File: src/sys_ctrl_pkg.sv
// constants, register map and carrier types of the system clock and
// reset control block
// assumes a word-wide register bus with setup and access phases
`default_nettype none

package sys_ctrl_pkg;

  // block base and decoded window
  localparam logic [31:0] BASE_ADDR = 32'h4004_8000;
  localparam int BLOCK_LSB = 14;

  // register offsets
  localparam logic [11:0] OFF_REMAP = 12'h000;
  localparam logic [11:0] OFF_PRESET = 12'h004;
  localparam logic [11:0] OFF_PLLSTAT = 12'h00c;
  localparam logic [11:0] OFF_RSTSTAT = 12'h030;
  localparam logic [11:0] OFF_PLLSEL = 12'h040;
  localparam logic [11:0] OFF_PLLUPD = 12'h044;
  localparam logic [11:0] OFF_MAINSEL = 12'h070;
  localparam logic [11:0] OFF_MAINUPD = 12'h074;
  localparam logic [11:0] OFF_GATE = 12'h080;
  localparam logic [11:0] OFF_PINSEL = 12'h0e0;
  localparam logic [11:0] OFF_PINUPD = 12'h0e4;
  localparam logic [11:0] OFF_CAP0 = 12'h100;
  localparam logic [11:0] OFF_CAP1 = 12'h104;
  localparam logic [11:0] OFF_PARTID = 12'h3f4;

  // dividers: system, sync serial 0, serial, sync serial 1,
  // watchdog, tick timer, clock pin
  localparam int NUM_DIV = 7;
  localparam int DIV_SYS = 0;
  localparam int DIV_PIN = 6;
  localparam logic [NUM_DIV-1:0][11:0] DIV_OFF = {
    12'h0e8, 12'h0d4, 12'h0d0, 12'h09c, 12'h098, 12'h094, 12'h078};
  localparam logic [NUM_DIV-1:0][7:0] DIV_RST = {
    8'h00, 8'h00, 8'h00, 8'h00, 8'h00, 8'h00, 8'h01};

  // plain configuration words: crystal, watchdog osc,
  // internal osc, low freq osc, brown-out, tick calibration,
  // nonmaskable source, pin irq select 0..7, run power config
  localparam int NUM_PLAIN = 16;
  localparam logic [NUM_PLAIN-1:0][11:0] PLAIN_OFF = {
    12'h238, 12'h194, 12'h190, 12'h18c, 12'h188, 12'h184, 12'h180,
    12'h17c, 12'h178, 12'h174, 12'h158, 12'h150, 12'h02c, 12'h028,
    12'h024, 12'h020};
  localparam logic [NUM_PLAIN-1:0][31:0] PLAIN_RST = {
    32'h0000_edf0, 32'h0, 32'h0, 32'h0, 32'h0, 32'h0, 32'h0,
    32'h0, 32'h0, 32'h0, 32'h0000_0004, 32'h0, 32'h0000_00a0,
    32'h0000_0080, 32'h0000_00a0, 32'h0};
  // pll control word sits at offset 0x008 and is kept apart
  localparam logic [11:0] OFF_PLLCTRL = 12'h008;

  // reset values
  localparam logic [11:0] PRESET_RST = 12'h000;
  localparam logic [11:0] PRESET_MASK = 12'hff7;
  localparam logic [31:0] GATE_RST = 32'h0000_001f;
  localparam int RST_CAUSES = 5;
  // arbitrary value, identifies no real part
  localparam logic [31:0] PART_ID = 32'h0000_1234;

  // lowest bytes redirected by a remap
  localparam logic [31:0] REMAP_WINDOW = 32'h0000_0200;

  typedef enum logic [1:0] {
    MAP_BOOT_ROM, MAP_RAM, MAP_FLASH, MAP_RESERVED
  } remap_e;

  typedef enum logic [1:0] {
    PLL_FROM_INTERNAL, PLL_FROM_CRYSTAL, PLL_FROM_EXT_PIN, PLL_RESERVED
  } pll_src_e;

  typedef enum logic [1:0] {
    MAIN_FROM_INTERNAL, MAIN_FROM_PLL_INPUT, MAIN_FROM_WATCHDOG,
    MAIN_FROM_PLL_OUTPUT
  } main_src_e;

  typedef enum logic [2:0] {
    PIN_FROM_INTERNAL, PIN_FROM_CRYSTAL, PIN_FROM_WATCHDOG,
    PIN_FROM_MAIN, PIN_FROM_LOW_FREQ, PIN_RES5, PIN_RES6, PIN_RES7
  } pin_src_e;

  typedef struct packed {
    logic psel;
    logic penable;
    logic pwrite;
    logic [31:0] paddr;
    logic [31:0] pwdata;
  } apb_req_s;

  typedef struct packed {
    logic [31:0] prdata;
    logic pready;
    logic pslverr;
  } apb_rsp_s;

  typedef struct packed {
    pll_src_e pll;
    main_src_e main;
    pin_src_e pin;
  } clk_sel_s;

endpackage : sys_ctrl_pkg

`default_nettype wire

File: src/system_clock_reset_control.sv
// system clock and reset control: register block, source selection,
// gating, dividers, vector remap and peripheral soft resets
// assumes a word-wide peripheral bus slave port and one system clock;
// oscillators, pll and clock muxes sit outside and follow the outputs
//
// How it works
// - after reset the main clock runs from the internal fast oscillator
// - four oscillators: crystal, 12 MHz internal, low freq, watchdog
// - pll input chosen from crystal, internal osc or external clock pin
// - each gating bit enables system clock to one peripheral or memory
// - programmable dividers give serial, sync serial, watchdog, tick clocks
// - clock output pin undivided or divided by 2 to 255
// - every register sits on a 32-bit word boundary
// - block decoded at base 0x4004_8000, registers at listed offsets
// - remap value 0 selects boot rom, value 1 selects static ram
// - remap resets to 2, flash vectors; encoding 3 reserved
// - remap redirects only the lowest 512 bytes
// - peripheral reset bit 0 holds reset, 1 releases it
// - reset bits 0-2 serial/wire, 3 reserved, 4-11 others, rest reserved
// - every access is a full word; no partial writes
`default_nettype none

module system_clock_reset_control (
  input wire logic clk,
  input wire logic arst_n,
  input wire sys_ctrl_pkg::apb_req_s apbReq,
  output sys_ctrl_pkg::apb_rsp_s apbRsp,
  input wire logic pllLocked,
  input wire logic [sys_ctrl_pkg::RST_CAUSES-1:0] resetCauseEvent,
  input wire logic [31:0] porPins0,
  input wire logic [31:0] porPins1,
  input wire logic [31:0] fetchAddr,
  output sys_ctrl_pkg::remap_e vectorMap,
  output logic fetchToRom,
  output logic fetchToRam,
  output logic [11:0] periphResetN,
  output logic [31:0] clockGate,
  output sys_ctrl_pkg::clk_sel_s clockSel,
  output logic [sys_ctrl_pkg::NUM_DIV-1:0] dividerTick,
  output logic [31:0] pllConfig,
  output logic [sys_ctrl_pkg::NUM_PLAIN-1:0][31:0] configWords
);

  typedef struct packed {
    sys_ctrl_pkg::apb_rsp_s rsp;
    sys_ctrl_pkg::remap_e map;
    logic romHit;
    logic ramHit;
    logic [11:0] presetN;
    sys_ctrl_pkg::clk_sel_s pending;
    sys_ctrl_pkg::clk_sel_s active;
    logic pllUpd;
    logic mainUpd;
    logic pinUpd;
    logic [31:0] gate;
    logic [sys_ctrl_pkg::NUM_DIV-1:0][7:0] div;
    logic [sys_ctrl_pkg::NUM_DIV-1:0][7:0] cnt;
    logic [sys_ctrl_pkg::NUM_DIV-1:0] tick;
    logic [31:0] pllCtrl;
    logic [sys_ctrl_pkg::NUM_PLAIN-1:0][31:0] plain;
    logic [sys_ctrl_pkg::RST_CAUSES-1:0] rstStat;
    logic capDone;
    logic [31:0] cap0;
    logic [31:0] cap1;
  } state_s;

  state_s state;
  state_s next_state;

  logic setupPhase;
  logic wrStrobe;
  logic inBlock;
  logic [11:0] offset;
  logic [31:0] wdata;
  logic [31:0] rdValue;
  logic mapped;

  assign setupPhase = apbReq.psel && !apbReq.penable;
  // write lands in the access phase, whole word at once
  assign wrStrobe = apbReq.psel && apbReq.penable && apbReq.pwrite &&
                    state.rsp.pready;
  // only the first 4 kB page holds registers; the rest of the window
  // answers with an error instead of aliasing onto that page
  assign inBlock = (apbReq.paddr[31:sys_ctrl_pkg::BLOCK_LSB] ==
                    sys_ctrl_pkg::BASE_ADDR[31:sys_ctrl_pkg::BLOCK_LSB]) &&
                   (apbReq.paddr[13:12] == 2'b00);
  // low address bits ignored: registers are word aligned
  assign offset = {apbReq.paddr[11:2], 2'b00};
  assign wdata = apbReq.pwdata;

  // read decode and mapped check
  always_comb begin
    rdValue = 32'h0;
    mapped = 1'b1;
    case (offset)
      sys_ctrl_pkg::OFF_REMAP: rdValue = {30'h0, state.map};
      sys_ctrl_pkg::OFF_PRESET: rdValue = {20'h0, state.presetN};
      sys_ctrl_pkg::OFF_PLLCTRL: rdValue = state.pllCtrl;
      sys_ctrl_pkg::OFF_PLLSTAT: rdValue = {31'h0, pllLocked};
      sys_ctrl_pkg::OFF_RSTSTAT: rdValue = {27'h0, state.rstStat};
      sys_ctrl_pkg::OFF_PLLSEL: rdValue = {30'h0, state.pending.pll};
      sys_ctrl_pkg::OFF_PLLUPD: rdValue = {31'h0, state.pllUpd};
      sys_ctrl_pkg::OFF_MAINSEL: rdValue = {30'h0, state.pending.main};
      sys_ctrl_pkg::OFF_MAINUPD: rdValue = {31'h0, state.mainUpd};
      sys_ctrl_pkg::OFF_GATE: rdValue = state.gate;
      sys_ctrl_pkg::OFF_PINSEL: rdValue = {29'h0, state.pending.pin};
      sys_ctrl_pkg::OFF_PINUPD: rdValue = {31'h0, state.pinUpd};
      sys_ctrl_pkg::OFF_CAP0: rdValue = state.cap0;
      sys_ctrl_pkg::OFF_CAP1: rdValue = state.cap1;
      sys_ctrl_pkg::OFF_PARTID: rdValue = sys_ctrl_pkg::PART_ID;
      default: begin
        mapped = 1'b0;
        for (int i = 0; i < sys_ctrl_pkg::NUM_DIV; i++) begin
          if (offset == sys_ctrl_pkg::DIV_OFF[i]) begin
            rdValue = {24'h0, state.div[i]};
            mapped = 1'b1;
          end
        end
        for (int i = 0; i < sys_ctrl_pkg::NUM_PLAIN; i++) begin
          if (offset == sys_ctrl_pkg::PLAIN_OFF[i]) begin
            rdValue = state.plain[i];
            mapped = 1'b1;
          end
        end
      end
    endcase
    if (!inBlock) begin
      mapped = 1'b0;
      rdValue = 32'h0;
    end
  end

  always_comb begin
    next_state = state;

    // bus answer: data and error captured in setup, ready in access
    next_state.rsp.pready = setupPhase;
    if (setupPhase) begin
      next_state.rsp.prdata = rdValue;
      next_state.rsp.pslverr = !mapped;
    end else if (!apbReq.psel) begin
      next_state.rsp.pslverr = 1'b0;
    end

    // power-on pin levels caught once after reset release
    if (!state.capDone) begin
      next_state.capDone = 1'b1;
      next_state.cap0 = porPins0;
      next_state.cap1 = porPins1;
    end

    // register writes; unmapped offsets are ignored
    if (wrStrobe && inBlock) begin
      case (offset)
        sys_ctrl_pkg::OFF_REMAP: begin
          // reserved encoding is refused, old mapping kept
          if (wdata[1:0] != sys_ctrl_pkg::MAP_RESERVED) begin
            next_state.map = sys_ctrl_pkg::remap_e'(wdata[1:0]);
          end
        end
        sys_ctrl_pkg::OFF_PRESET:
          next_state.presetN = wdata[11:0] & sys_ctrl_pkg::PRESET_MASK;
        sys_ctrl_pkg::OFF_PLLCTRL: next_state.pllCtrl = wdata;
        sys_ctrl_pkg::OFF_RSTSTAT:
          next_state.rstStat = state.rstStat &
                               ~wdata[sys_ctrl_pkg::RST_CAUSES-1:0];
        sys_ctrl_pkg::OFF_PLLSEL: begin
          if (wdata[1:0] != sys_ctrl_pkg::PLL_RESERVED) begin
            next_state.pending.pll = sys_ctrl_pkg::pll_src_e'(wdata[1:0]);
          end
        end
        sys_ctrl_pkg::OFF_PLLUPD: begin
          next_state.pllUpd = wdata[0];
          if (wdata[0] && !state.pllUpd) begin
            next_state.active.pll = state.pending.pll;
          end
        end
        sys_ctrl_pkg::OFF_MAINSEL:
          next_state.pending.main = sys_ctrl_pkg::main_src_e'(wdata[1:0]);
        sys_ctrl_pkg::OFF_MAINUPD: begin
          next_state.mainUpd = wdata[0];
          if (wdata[0] && !state.mainUpd) begin
            next_state.active.main = state.pending.main;
          end
        end
        sys_ctrl_pkg::OFF_GATE: next_state.gate = wdata;
        sys_ctrl_pkg::OFF_PINSEL: begin
          if (wdata[2:0] <= 3'(sys_ctrl_pkg::PIN_FROM_LOW_FREQ)) begin
            next_state.pending.pin = sys_ctrl_pkg::pin_src_e'(wdata[2:0]);
          end
        end
        sys_ctrl_pkg::OFF_PINUPD: begin
          next_state.pinUpd = wdata[0];
          if (wdata[0] && !state.pinUpd) begin
            next_state.active.pin = state.pending.pin;
          end
        end
        default: begin
          for (int i = 0; i < sys_ctrl_pkg::NUM_DIV; i++) begin
            if (offset == sys_ctrl_pkg::DIV_OFF[i]) begin
              next_state.div[i] = wdata[7:0];
            end
          end
          for (int i = 0; i < sys_ctrl_pkg::NUM_PLAIN; i++) begin
            if (offset == sys_ctrl_pkg::PLAIN_OFF[i]) begin
              next_state.plain[i] = wdata;
            end
          end
        end
      endcase
    end

    // reset causes: a new event wins over a clear in the same cycle
    next_state.rstStat = next_state.rstStat | resetCauseEvent;

    // dividers: 0 stops, 1 passes every cycle, n ticks once in n
    for (int i = 0; i < sys_ctrl_pkg::NUM_DIV; i++) begin
      if (state.div[i] == 8'h00) begin
        next_state.cnt[i] = 8'h00;
        next_state.tick[i] = 1'b0;
      end else if (state.cnt[i] >= state.div[i] - 8'h01) begin
        next_state.cnt[i] = 8'h00;
        next_state.tick[i] = 1'b1;
      end else begin
        next_state.cnt[i] = state.cnt[i] + 8'h01;
        next_state.tick[i] = 1'b0;
      end
    end

    // lowest window of the address map follows the remap field
    next_state.romHit = (fetchAddr < sys_ctrl_pkg::REMAP_WINDOW) &&
                        (state.map == sys_ctrl_pkg::MAP_BOOT_ROM);
    next_state.ramHit = (fetchAddr < sys_ctrl_pkg::REMAP_WINDOW) &&
                        (state.map == sys_ctrl_pkg::MAP_RAM);
  end

  always_ff @(posedge clk or negedge arst_n) begin
    if (!arst_n) begin
      state.rsp <= '0;
      state.map <= sys_ctrl_pkg::MAP_FLASH;
      state.romHit <= 1'b0;
      state.ramHit <= 1'b0;
      state.presetN <= sys_ctrl_pkg::PRESET_RST;
      state.pending <= {sys_ctrl_pkg::PLL_FROM_INTERNAL,
                        sys_ctrl_pkg::MAIN_FROM_INTERNAL,
                        sys_ctrl_pkg::PIN_FROM_INTERNAL};
      state.active <= {sys_ctrl_pkg::PLL_FROM_INTERNAL,
                       sys_ctrl_pkg::MAIN_FROM_INTERNAL,
                       sys_ctrl_pkg::PIN_FROM_INTERNAL};
      state.pllUpd <= 1'b0;
      state.mainUpd <= 1'b0;
      state.pinUpd <= 1'b0;
      state.gate <= sys_ctrl_pkg::GATE_RST;
      state.div <= sys_ctrl_pkg::DIV_RST;
      state.cnt <= '0;
      state.tick <= '0;
      state.pllCtrl <= 32'h0;
      state.plain <= sys_ctrl_pkg::PLAIN_RST;
      state.rstStat <= '0;
      state.capDone <= 1'b0;
      state.cap0 <= 32'h0;
      state.cap1 <= 32'h0;
    end else begin
      state <= next_state;
    end
  end

  assign apbRsp = state.rsp;
  assign vectorMap = state.map;
  assign fetchToRom = state.romHit;
  assign fetchToRam = state.ramHit;
  assign periphResetN = state.presetN;
  assign clockGate = state.gate;
  assign clockSel = state.active;
  assign dividerTick = state.tick;
  assign pllConfig = state.pllCtrl;
  assign configWords = state.plain;

endmodule // system_clock_reset_control

`default_nettype wire

File: config.mk
export PLATFORM = sky130hd
export DESIGN_NAME = system_clock_reset_control
export DESIGN_NICKNAME = d
export VERILOG_FILES = /design/src/sys_ctrl_pkg.sv /design/src/system_clock_reset_control.sv
export SDC_FILE = /design/constraint.sdc
export NUM_CORES = 1
export LEC_CHECK = 0
export BUFFER_PORTS_ARGS = -buffer_cell sky130_fd_sc_hd__buf_2
export CORE_AREA = 5 5 329 331
export CTS_BUF_LIST = sky130_fd_sc_hd__clkbuf_8
export DETAILED_ROUTE_END_ITERATION = 10
export DIE_AREA = 0 0 334 336
export GPL_ROUTABILITY_DRIVEN = 0
export GPL_TIMING_DRIVEN = 1
export HOLD_SLACK_MARGIN = 0.06
export PLACE_DENSITY = 0.66
export SETUP_SLACK_MARGIN = 0.02
export SYNTH_ARGS = -nofsm -noshare
export SYNTH_HDL_FRONTEND = slang
export SYNTH_SLANG_ARGS = --single-unit
File: constraint.sdc
create_clock -name clk -period 2.6 [get_ports clk]
set_input_delay 0.26 -clock clk [delete_from_list [all_inputs] [get_ports clk]]
set_output_delay 0.26 -clock clk [all_outputs]
set_load 0.01 [all_outputs]
; ---- Word-level counts from Yosys, hierarchy flattened
; Cells that the tools add are included.
[op_classes]
muxes = 82
n_addsub = 14
n_lt_le_gt_ge = 9
reduce_logical = 64
n_eq_ne = 41
bitwise_logic = 4
[ops]
columns = op, count
row1 = 32-bit two-way mux, 23
row2 = 32-bit one-hot mux with 15 select lines, 1
row3 = "10-bit by 7-bit equality test with 1-bit output, second input constant", 13
row4 = 8-bit two-way mux, 15
row5 = "10-bit by 6-bit equality test with 1-bit output, second input constant", 9
row6 = 3-bit AND reduction, 29
row7 = "8-bit by 1-bit adder with 8-bit output, second input constant", 7
row8 = 8-bit >= comparator, 7
row9 = 8-bit zero test, 7
row10 = "8-bit by 1-bit subtractor with 8-bit output, second input constant", 7
row11 = "10-bit by 4-bit equality test with 1-bit output, second input constant", 5
row12 = "10-bit by 5-bit equality test with 1-bit output, second input constant", 5
row13 = 1-bit two-way mux, 41
row14 = "32-bit by 10-bit < comparator with 1-bit output, second input constant", 1
row15 = "10-bit by 2-bit equality test with 1-bit output, second input constant", 2
row16 = "10-bit by 8-bit equality test with 1-bit output, second input constant", 2
row17 = "18-bit by 17-bit equality test with 1-bit output, second input constant", 1
row18 = 15-bit OR reduction, 1
row19 = 2-bit AND reduction, 7
row20 = 12-bit zero test, 1
row21 = 1-bit logical AND, 11
row22 = 11-bit OR reduction, 1
row23 = "10-bit by 1-bit equality test with 1-bit output, second input constant", 1
row24 = 5-bit two-way mux, 2
row25 = 10 further kinds, 15
[word_totals]
ff_bits = 831
elab_cells = 267
input_bits = 171
output_inout_bits = 640

; ---- Longest topological paths before layout
; Gate-level depths: netlist (run 1).
[logic_depth]
ltp_word = 28
mapped_depth = 12

; ---- Least setup slack after synthesis (run 1)
; No wires, ideal clock.
[synth_timing]
path_kind = reg-to-reg
startpoint = register state[677] (netlist bit)
endpoint = register state[623] (netlist bit)
stages_incl_launch_ff = 11
arrival_ns = 2.620
path_slack_ns = -0.094
required_ns = 2.526
setup_ns = 0.074
n_path_buf = 0
path_cell_list = dfstp_2 > inv_1 > ha_1 > ha_1 > a21o_1 > a21o_1 > a21o_1 > a21o_1 > a2111oi_0 > o21ai_1 > nor2_1
[synth_rtl]
columns = element, line
row1 = from (decl), system_clock_reset_control.sv:67  ; state_s state;
row2 = from (signal assigned), system_clock_reset_control.sv:264  ; state <= next_state;

; ---- Worst setup path after layout (run 1)
[layout_timing]
startpoint = register state, in the netlist apbRsp[1]
endpoint = register state, in the netlist configWords[80]
[layout_via]
elab_chain_len = 3
[layout_lines]
columns = element, line
row1 = 1-bit logical AND, system_clock_reset_control.sv:80  ; assign wrStrobe = apbReq.psel && apbReq.penable && apbReq.pwrite &&
row2 = 1-bit logical AND, system_clock_reset_control.sv:153  ; if (wrStrobe && inBlock) begin
row3 = 3-bit AND reduction (no source line), n/a
; No other way between the ends.
; A chain may end at the register's enable or synchronous reset.

==> flow_summary.toml, run 1 <==
[run_status]
status = "finished with violations"
violations = "setup timing"

[global_routing]
grtUsageMet3_pct = 11.8
overflow = 0
grt_max_degree = 81
grt_pass1_wl_microns = 272000
antenna_found_initial = 7
track_usage_pct = 33.3
grt.met1_usage_pct = 39.7
grt_pass1_vias = 37000
top_usage_layer = "met2"
grt_use_met2_pct = 53.1

[detailed_routing]
avgRoutedWirePerCell_microns = 31.3
viasPerCell = 5.99
drc = 0
drt-total-wl_microns = 194000
drt_first_pass_iters = 9
antenna_left = 0
dr.first_iter.drc_count = 4311
routed-via-count = 37200

[floorplan]
core.rowCount = 119
die_x_microns = 334
io_pins = 811
die_h_microns = 336
start_util_pct = 42.8
design.die.area_sq_mm = 0.112
core_area_sq_mm = 0.105

[worst_setup_path]
crit_path_start_kind = "register"
crit_path_end_kind = "register"
critical_path_required_ps = 3340
crit_type = "register to register"
critPathMaxFanout = 32
crit_arrival_ps = 3350

[timing]
rsz0062_at_grt = "true"
slew_violations = 0
tightest_slew_ps = 1180
finalCriticalPeriod_ps = 2610
hold_viol = 0
max_freq_ghz = 0.383
finalWorstSetupSlack_ps = -9.15
finalSetupViolCount = 5
slew_headroom_pct = 21.2
fin_crit_sh_pct = 100
fin_skew_ps = 41.1

[placement]
dp_hpwl_microns = 148000
placed_area_sq_mm = 0.0494
dp_cells = 5811
io_buffers = 798

[clocking]
post_cts_buffers = 0
path_clk_slew_ps = 60
clk_latency_ps = 890
clockBufferDepth = 3
h-tree-depth = 4
root_buffer = "clkbuf_8"
cts_tree = "done"
cts_sinks = 831
cts_buffers = 153

[synthesis]
async_flop_share_pct = 100
ys_warn_count = 0
synth_cell_types = 83
synth-seq-area-share_pct = 46.4
ys.flop_type = "dfrtp_1"
syn-num-nets = 4248
synth_area_sq_mm = 0.0449
synth_area_per_cell_sq_um = 11.2
syn_inst = 4007
synth_edf_count = 0
synth_seq_cells = 831

[cells_and_area]
multi_input_area_sq_mm = 0.0183
layout_commonest_cell = "dfrtp_1"
syn2layout_area_growth_pct = 20.4
nFillCells = 9418
final_cell_mix = "dfrtp_1, buf_2, mux2_2, buf_4, nor2_1"
regArea_sq_mm = 0.0208
layout-drive-gt1-share_pct = 48.0
design_area_sq_mm = 0.0540
nets = 4929
layoutNonFillerInstCount = 6208

[job]
drv_cap = 0

[pwr]
p_leak_nw = 28.1
power_density_mw_per_mm2 = 516
ir_worst_vdd_uv = 364

[min_path]
hold_path.class = "input port to register"
==> timing repair <==
action / 4_1_cts / 5_1_grt
setup endpoints to repair: 107 / 105
hold endpoints to repair: 1328 / 0
hold buffers: 113 / 0
pin swaps: 4 / 15
gates resized for setup: 15 / 18
==> final cells by class <==
type,count,share of cell area (%)
sequential,831,38.6
multi-input combinational,2261,33.9
clock buffer,190,4.84
tap,1391,3.22
clock inverter,88,1.11
inverter,39,0.271
antenna,6,0.0278
timing repair buffer,1402,18.1
==> synth_stat cells (26+ instances only) <==
cell type  count  area share [%]
a21o_1        31            0.52
a21oi_1      147             1.6
a221oi_1      35            0.68
a222oi_1      28            0.62
a22oi_1       94             1.6
a31oi_1       39            0.54
and3_1        26            0.36
buf_2         47            0.52
buf_4        657              11
clkbuf_1     144             1.2
dfrtp_1      808              45
ha_1          70             2.0
inv_1         39            0.33
mux2_2       692              17
nand2_1      157             1.3
nand3_1       70            0.78
nor2_1       203             1.7
nor3_1        67            0.75
o21ai_0      106             1.2
o22ai_1       76             1.1
xnor2_1       38            0.74
xor2_1        46            0.90
==> metal layers <==
| metal | up-vias | wire [microns] |
|---|---|---|
| met5 | - | 13 |
| met4 | 2 | 13200 |
| met3 | 652 | 22000 |
| met2 | 2460 | 89100 |
| met1 | 18900 | 70100 |
| li1 | 15200 | - |
==> critical path, cell delays in order (launching register included) <==
cell and delay [ps]:
dfrtp_1 340, and4_4 290, and2_1 180, buf_12 120, nand2_2 70, buf_12 170, nor2_4 850, mux2_2 420
==> sequential cells by signal, indices dropped and copies added (netlist names) <==
register	cells
clockSel	7
configWords	512
dividerTick	7
vectorMap	2
fetchToRom	1
pllConfig	32
clockGate	32
state	192
periphResetN	11
fetchToRam	1
apbRsp	34
==> where the power goes <==
part	leakage [nW]	internal, mW	switching [mW]
clock network	1.85	7.15	6.02
logic	14.9	0.548	1.02
registers	11.3	13.0	0.0659
total	28.1	20.7	7.11
==> stage by stage <==
stage / TNS [ps] / util [%] / total power [mW] / hold WS [ps] / setup WS (ps)
finish: -32.2 / 51.5 / 27.8 / 131 / -9.15
global route: -1540 / 51.5 / 28.7 / 101 / -55.0
CTS: 0 / 51.4 / 28.0 / 61.4 / 34.6
detailed placement: -190470 / 47.2 / 14.7 / 241 / -857
global placement: -192450 / 47.2 / 14.7 / 245 / -865
floorplan: -284 / - / 13.8 / -35.6 / -7.31
==> cell families (layout without fill, tap and decap cells) <==
kind of cell | after synthesis | count (layout) | share of synthesized area (%)
compound gates | 699 | 699 | 10.6
xor+xnor | 84 | 84 | 1.64
fa+ha+maj | 70 | 70 | 1.95
buf+inv | 915 | 1719 | 13.5
flops | 831 | 831 | 46.4
mux | 734 | 734 | 18.4
other cells | 2 | 8 | 0.0167
simple gates | 672 | 672 | 7.50
==> path summary, 6_finish.rpt <==
path,from,endpoint,slack [ps],cells past startpoint
max,apbRsp[1],configWords[80],-9,7
min,porPins0[11],state[43],130,3
max reg2reg,apbRsp[1],configWords[80],-9,7
min reg2reg,apbRsp[13],apbRsp[13],480,2
max in group asynchronous,arst_n,configWords[299],1760,3
min in group asynchronous,arst_n,state[677],210,2
Power figures use the tool's default switching activity.
==> run 2, diff against run 1 <==
==> constraint.sdc (replaced) <==
create_clock -name clk -period 2.28 [get_ports clk]
set_input_delay 0.228 -clock clk [delete_from_list [all_inputs] [get_ports clk]]
set_output_delay 0.228 -clock clk [all_outputs]
set_load 0.01 [all_outputs]
==> run 2 against run 1 <==
  * The flow still finishes with violations (setup timing)
  * Die area unchanged
  * Sequential power increased by 15%
  * Fmax is 6.4% higher
  * Combinational power increased by 17%
  * Clock skew decreased by 3.7 ps
  * Final area increased by 2.4%
  * Clock-buffer cell count shrank 22
  * Via count rose by 0.27%
  * Sequential share of layout area shrank 0.90 points
  * Critical path depth up 3
==> flow_summary.toml, run 2 (synthesis results as in run 1) <==
[cells_and_area]
postLayoutCoreUtil_pct = 52.8
nets = 4996
final_cell_mix = "dfrtp_1, buf_2, mux2_2, buf_4, nor2_1"
layoutNonFillerInstCount = 6264
largest_reg_flops = 512
syn2layout_area_growth_pct = 23.3
design_area_sq_mm = 0.0553
nFillCells = 9294
layout_commonest_cell = "dfrtp_1"
layout-drive-gt1-share_pct = 50.3

[global_routing]
grt_pass1_wl_microns = 276000
track_usage_pct = 33.8
grt_max_degree = 79
overflow = 0
antenna_found_initial = 13
grt_pass1_vias = 37100

[detailed_routing]
routed-via-count = 37300
drt-total-wl_microns = 197000
drt_first_pass_iters = 9
antenna_left = 0
viasPerCell = 5.96
drc = 0
avgRoutedWirePerCell_microns = 31.4
dr.first_iter.drc_count = 4249

[floorplan]
io_pins = 811
die_h_microns = 336
start_util_pct = 42.8
core_area_sq_mm = 0.105
design.die.area_sq_mm = 0.112
die_x_microns = 334
core.rowCount = 119

[worst_setup_path]
cp_num_buf_inv = 1
crit_arrival_ps = 3220
crit_type = "register to register"
cp_cell_sequence = "inv_2, ha_4, ha_4, a21o_1, a21o_1, a21o_1, a21o_1, a2111oi_4, o21ai_4, nor2_1"
cpMostUsedCell = "a21o_1"
critical_path_required_ps = 3050
critPathMaxFanout = 8
crit_path_end_kind = "register"
crit_path_start_kind = "register"
crit_slowest_cell = "dfstp_2"
slowest_delay_ps = 530
critPathTopFamily = "compound AO/OA/AOI/OAI gates"

[pwr]
p_leak_nw = 28.4
switchingPower_mw = 7.84
seqPwrFrac_pct = 49.3
comb_power_share_pct = 6.0
p_clk_share_pct = 44.7
power_density_mw_per_mm2 = 549
switching_share_pct = 25.8
ir_worst_vdd_uv = 582
finalPower_mw = 30.4
power.internal_mw = 22.5

[run_status]
status = "finished with violations"
violations = "setup timing"

[timing]
setup_tns_ps = -1570
finalSetupViolCount = 18
tightest_slew_ps = 942
slew_headroom_pct = 37.2
slew_violations = 0
max_freq_ghz = 0.408
finalCriticalPeriod_ps = 2450
hold_viol = 0
fin_skew_ps = 37.4
fin_crit_sh_pct = 108
rsz0062_at_grt = "true"
finalWorstSetupSlack_ps = -172
hold_ws_ps = 135

[min_path]
hold_path.class = "input port to async pin"

[placement]
dp_hpwl_microns = 150000
placed_area_sq_mm = 0.0503
dp_cells = 5856
dp_slack_ps = -798
io_buffers = 798

[clocking]
cts_buffers = 144
cts_sinks = 831
clk_latency_ps = 860
h-tree-depth = 4
root_buffer = "clkbuf_8"
path_clk_slew_ps = 60
clockBufferDepth = 3
cts_tree = "done"

[job]
drv_cap = 0
==> run 2: final timing paths <==
path	startpoint	slack (ps)	depth (start not counted)	to
worst max-delay path	state[677]	-170	10	state[622]
worst min-delay path	arst_n	130	3	clockGate[7]
worst max register to register	state[677]	-170	10	state[622]
worst min register to register	state[65]	490	1	state[65]
max in group asynchronous	arst_n	1440	3	configWords[230]
min in group clk	porPins0[28]	140	3	state[60]
==> run 2: worst register-to-register path, cell delays in order (launching register included) <==
cell and delay, ps:
dfstp_2 530, inv_2 60, ha_4 270, ha_4 190, a21o_1 180, a21o_1 160
a21o_1 150, a21o_1 180, a2111oi_4 370, o21ai_4 150, nor2_1 140
==> run 2: repair_timing <==
action	4_1_cts	5_1_grt
endpoints found under the hold margin	1387	0
resized for setup	64	64
setup buffers	15	4
hold buffers	120	0
setup endpoints to repair	540	91
pin swaps	47	33
gates cloned	4	2
==> run 2: per-layer routing <==
layer  track usage (%)  share of wire (%)  vias to the layer above
li1                  -                  -                    15400
met5                 0             0.0041                        -
met3              11.9                 11                      595
met2              49.9                 43                     2483
met4              18.6                6.9                        2
met1              43.5                 39                    18900
==> run 2: layout make-up <==
| type | count | area (sq um) | share of cell area (%) |
|---|---|---|---|
| Sequential cell | 831 | 20800 | 37.7 |
| Multi-Input combinational cell | 2265 | 19300 | 35.0 |
| Timing Repair Buffer | 1474 | 10400 | 18.8 |
| Clock buffer | 168 | 2310 | 4.18 |
| Tap cell | 1391 | 1740 | 3.15 |
| Clock inverter | 83 | 473 | 0.855 |
| Inverter | 39 | 146 | 0.265 |
| Antenna cell | 13 | 32.5 | 0.0588 |
==> run 2: power by group through the flow <==
stage          registers, mW  logic (mW)  clock network (mW)
4_1_cts                 14.9        1.79                13.7
3_5_place_dp            15.2        1.62                   0
5_1_grt                 15.0        1.94                14.4
6_report                15.0        1.83                13.6
2_1_floorplan           15.2       0.526                   0
3_3_place_gp            15.2        1.61                   0
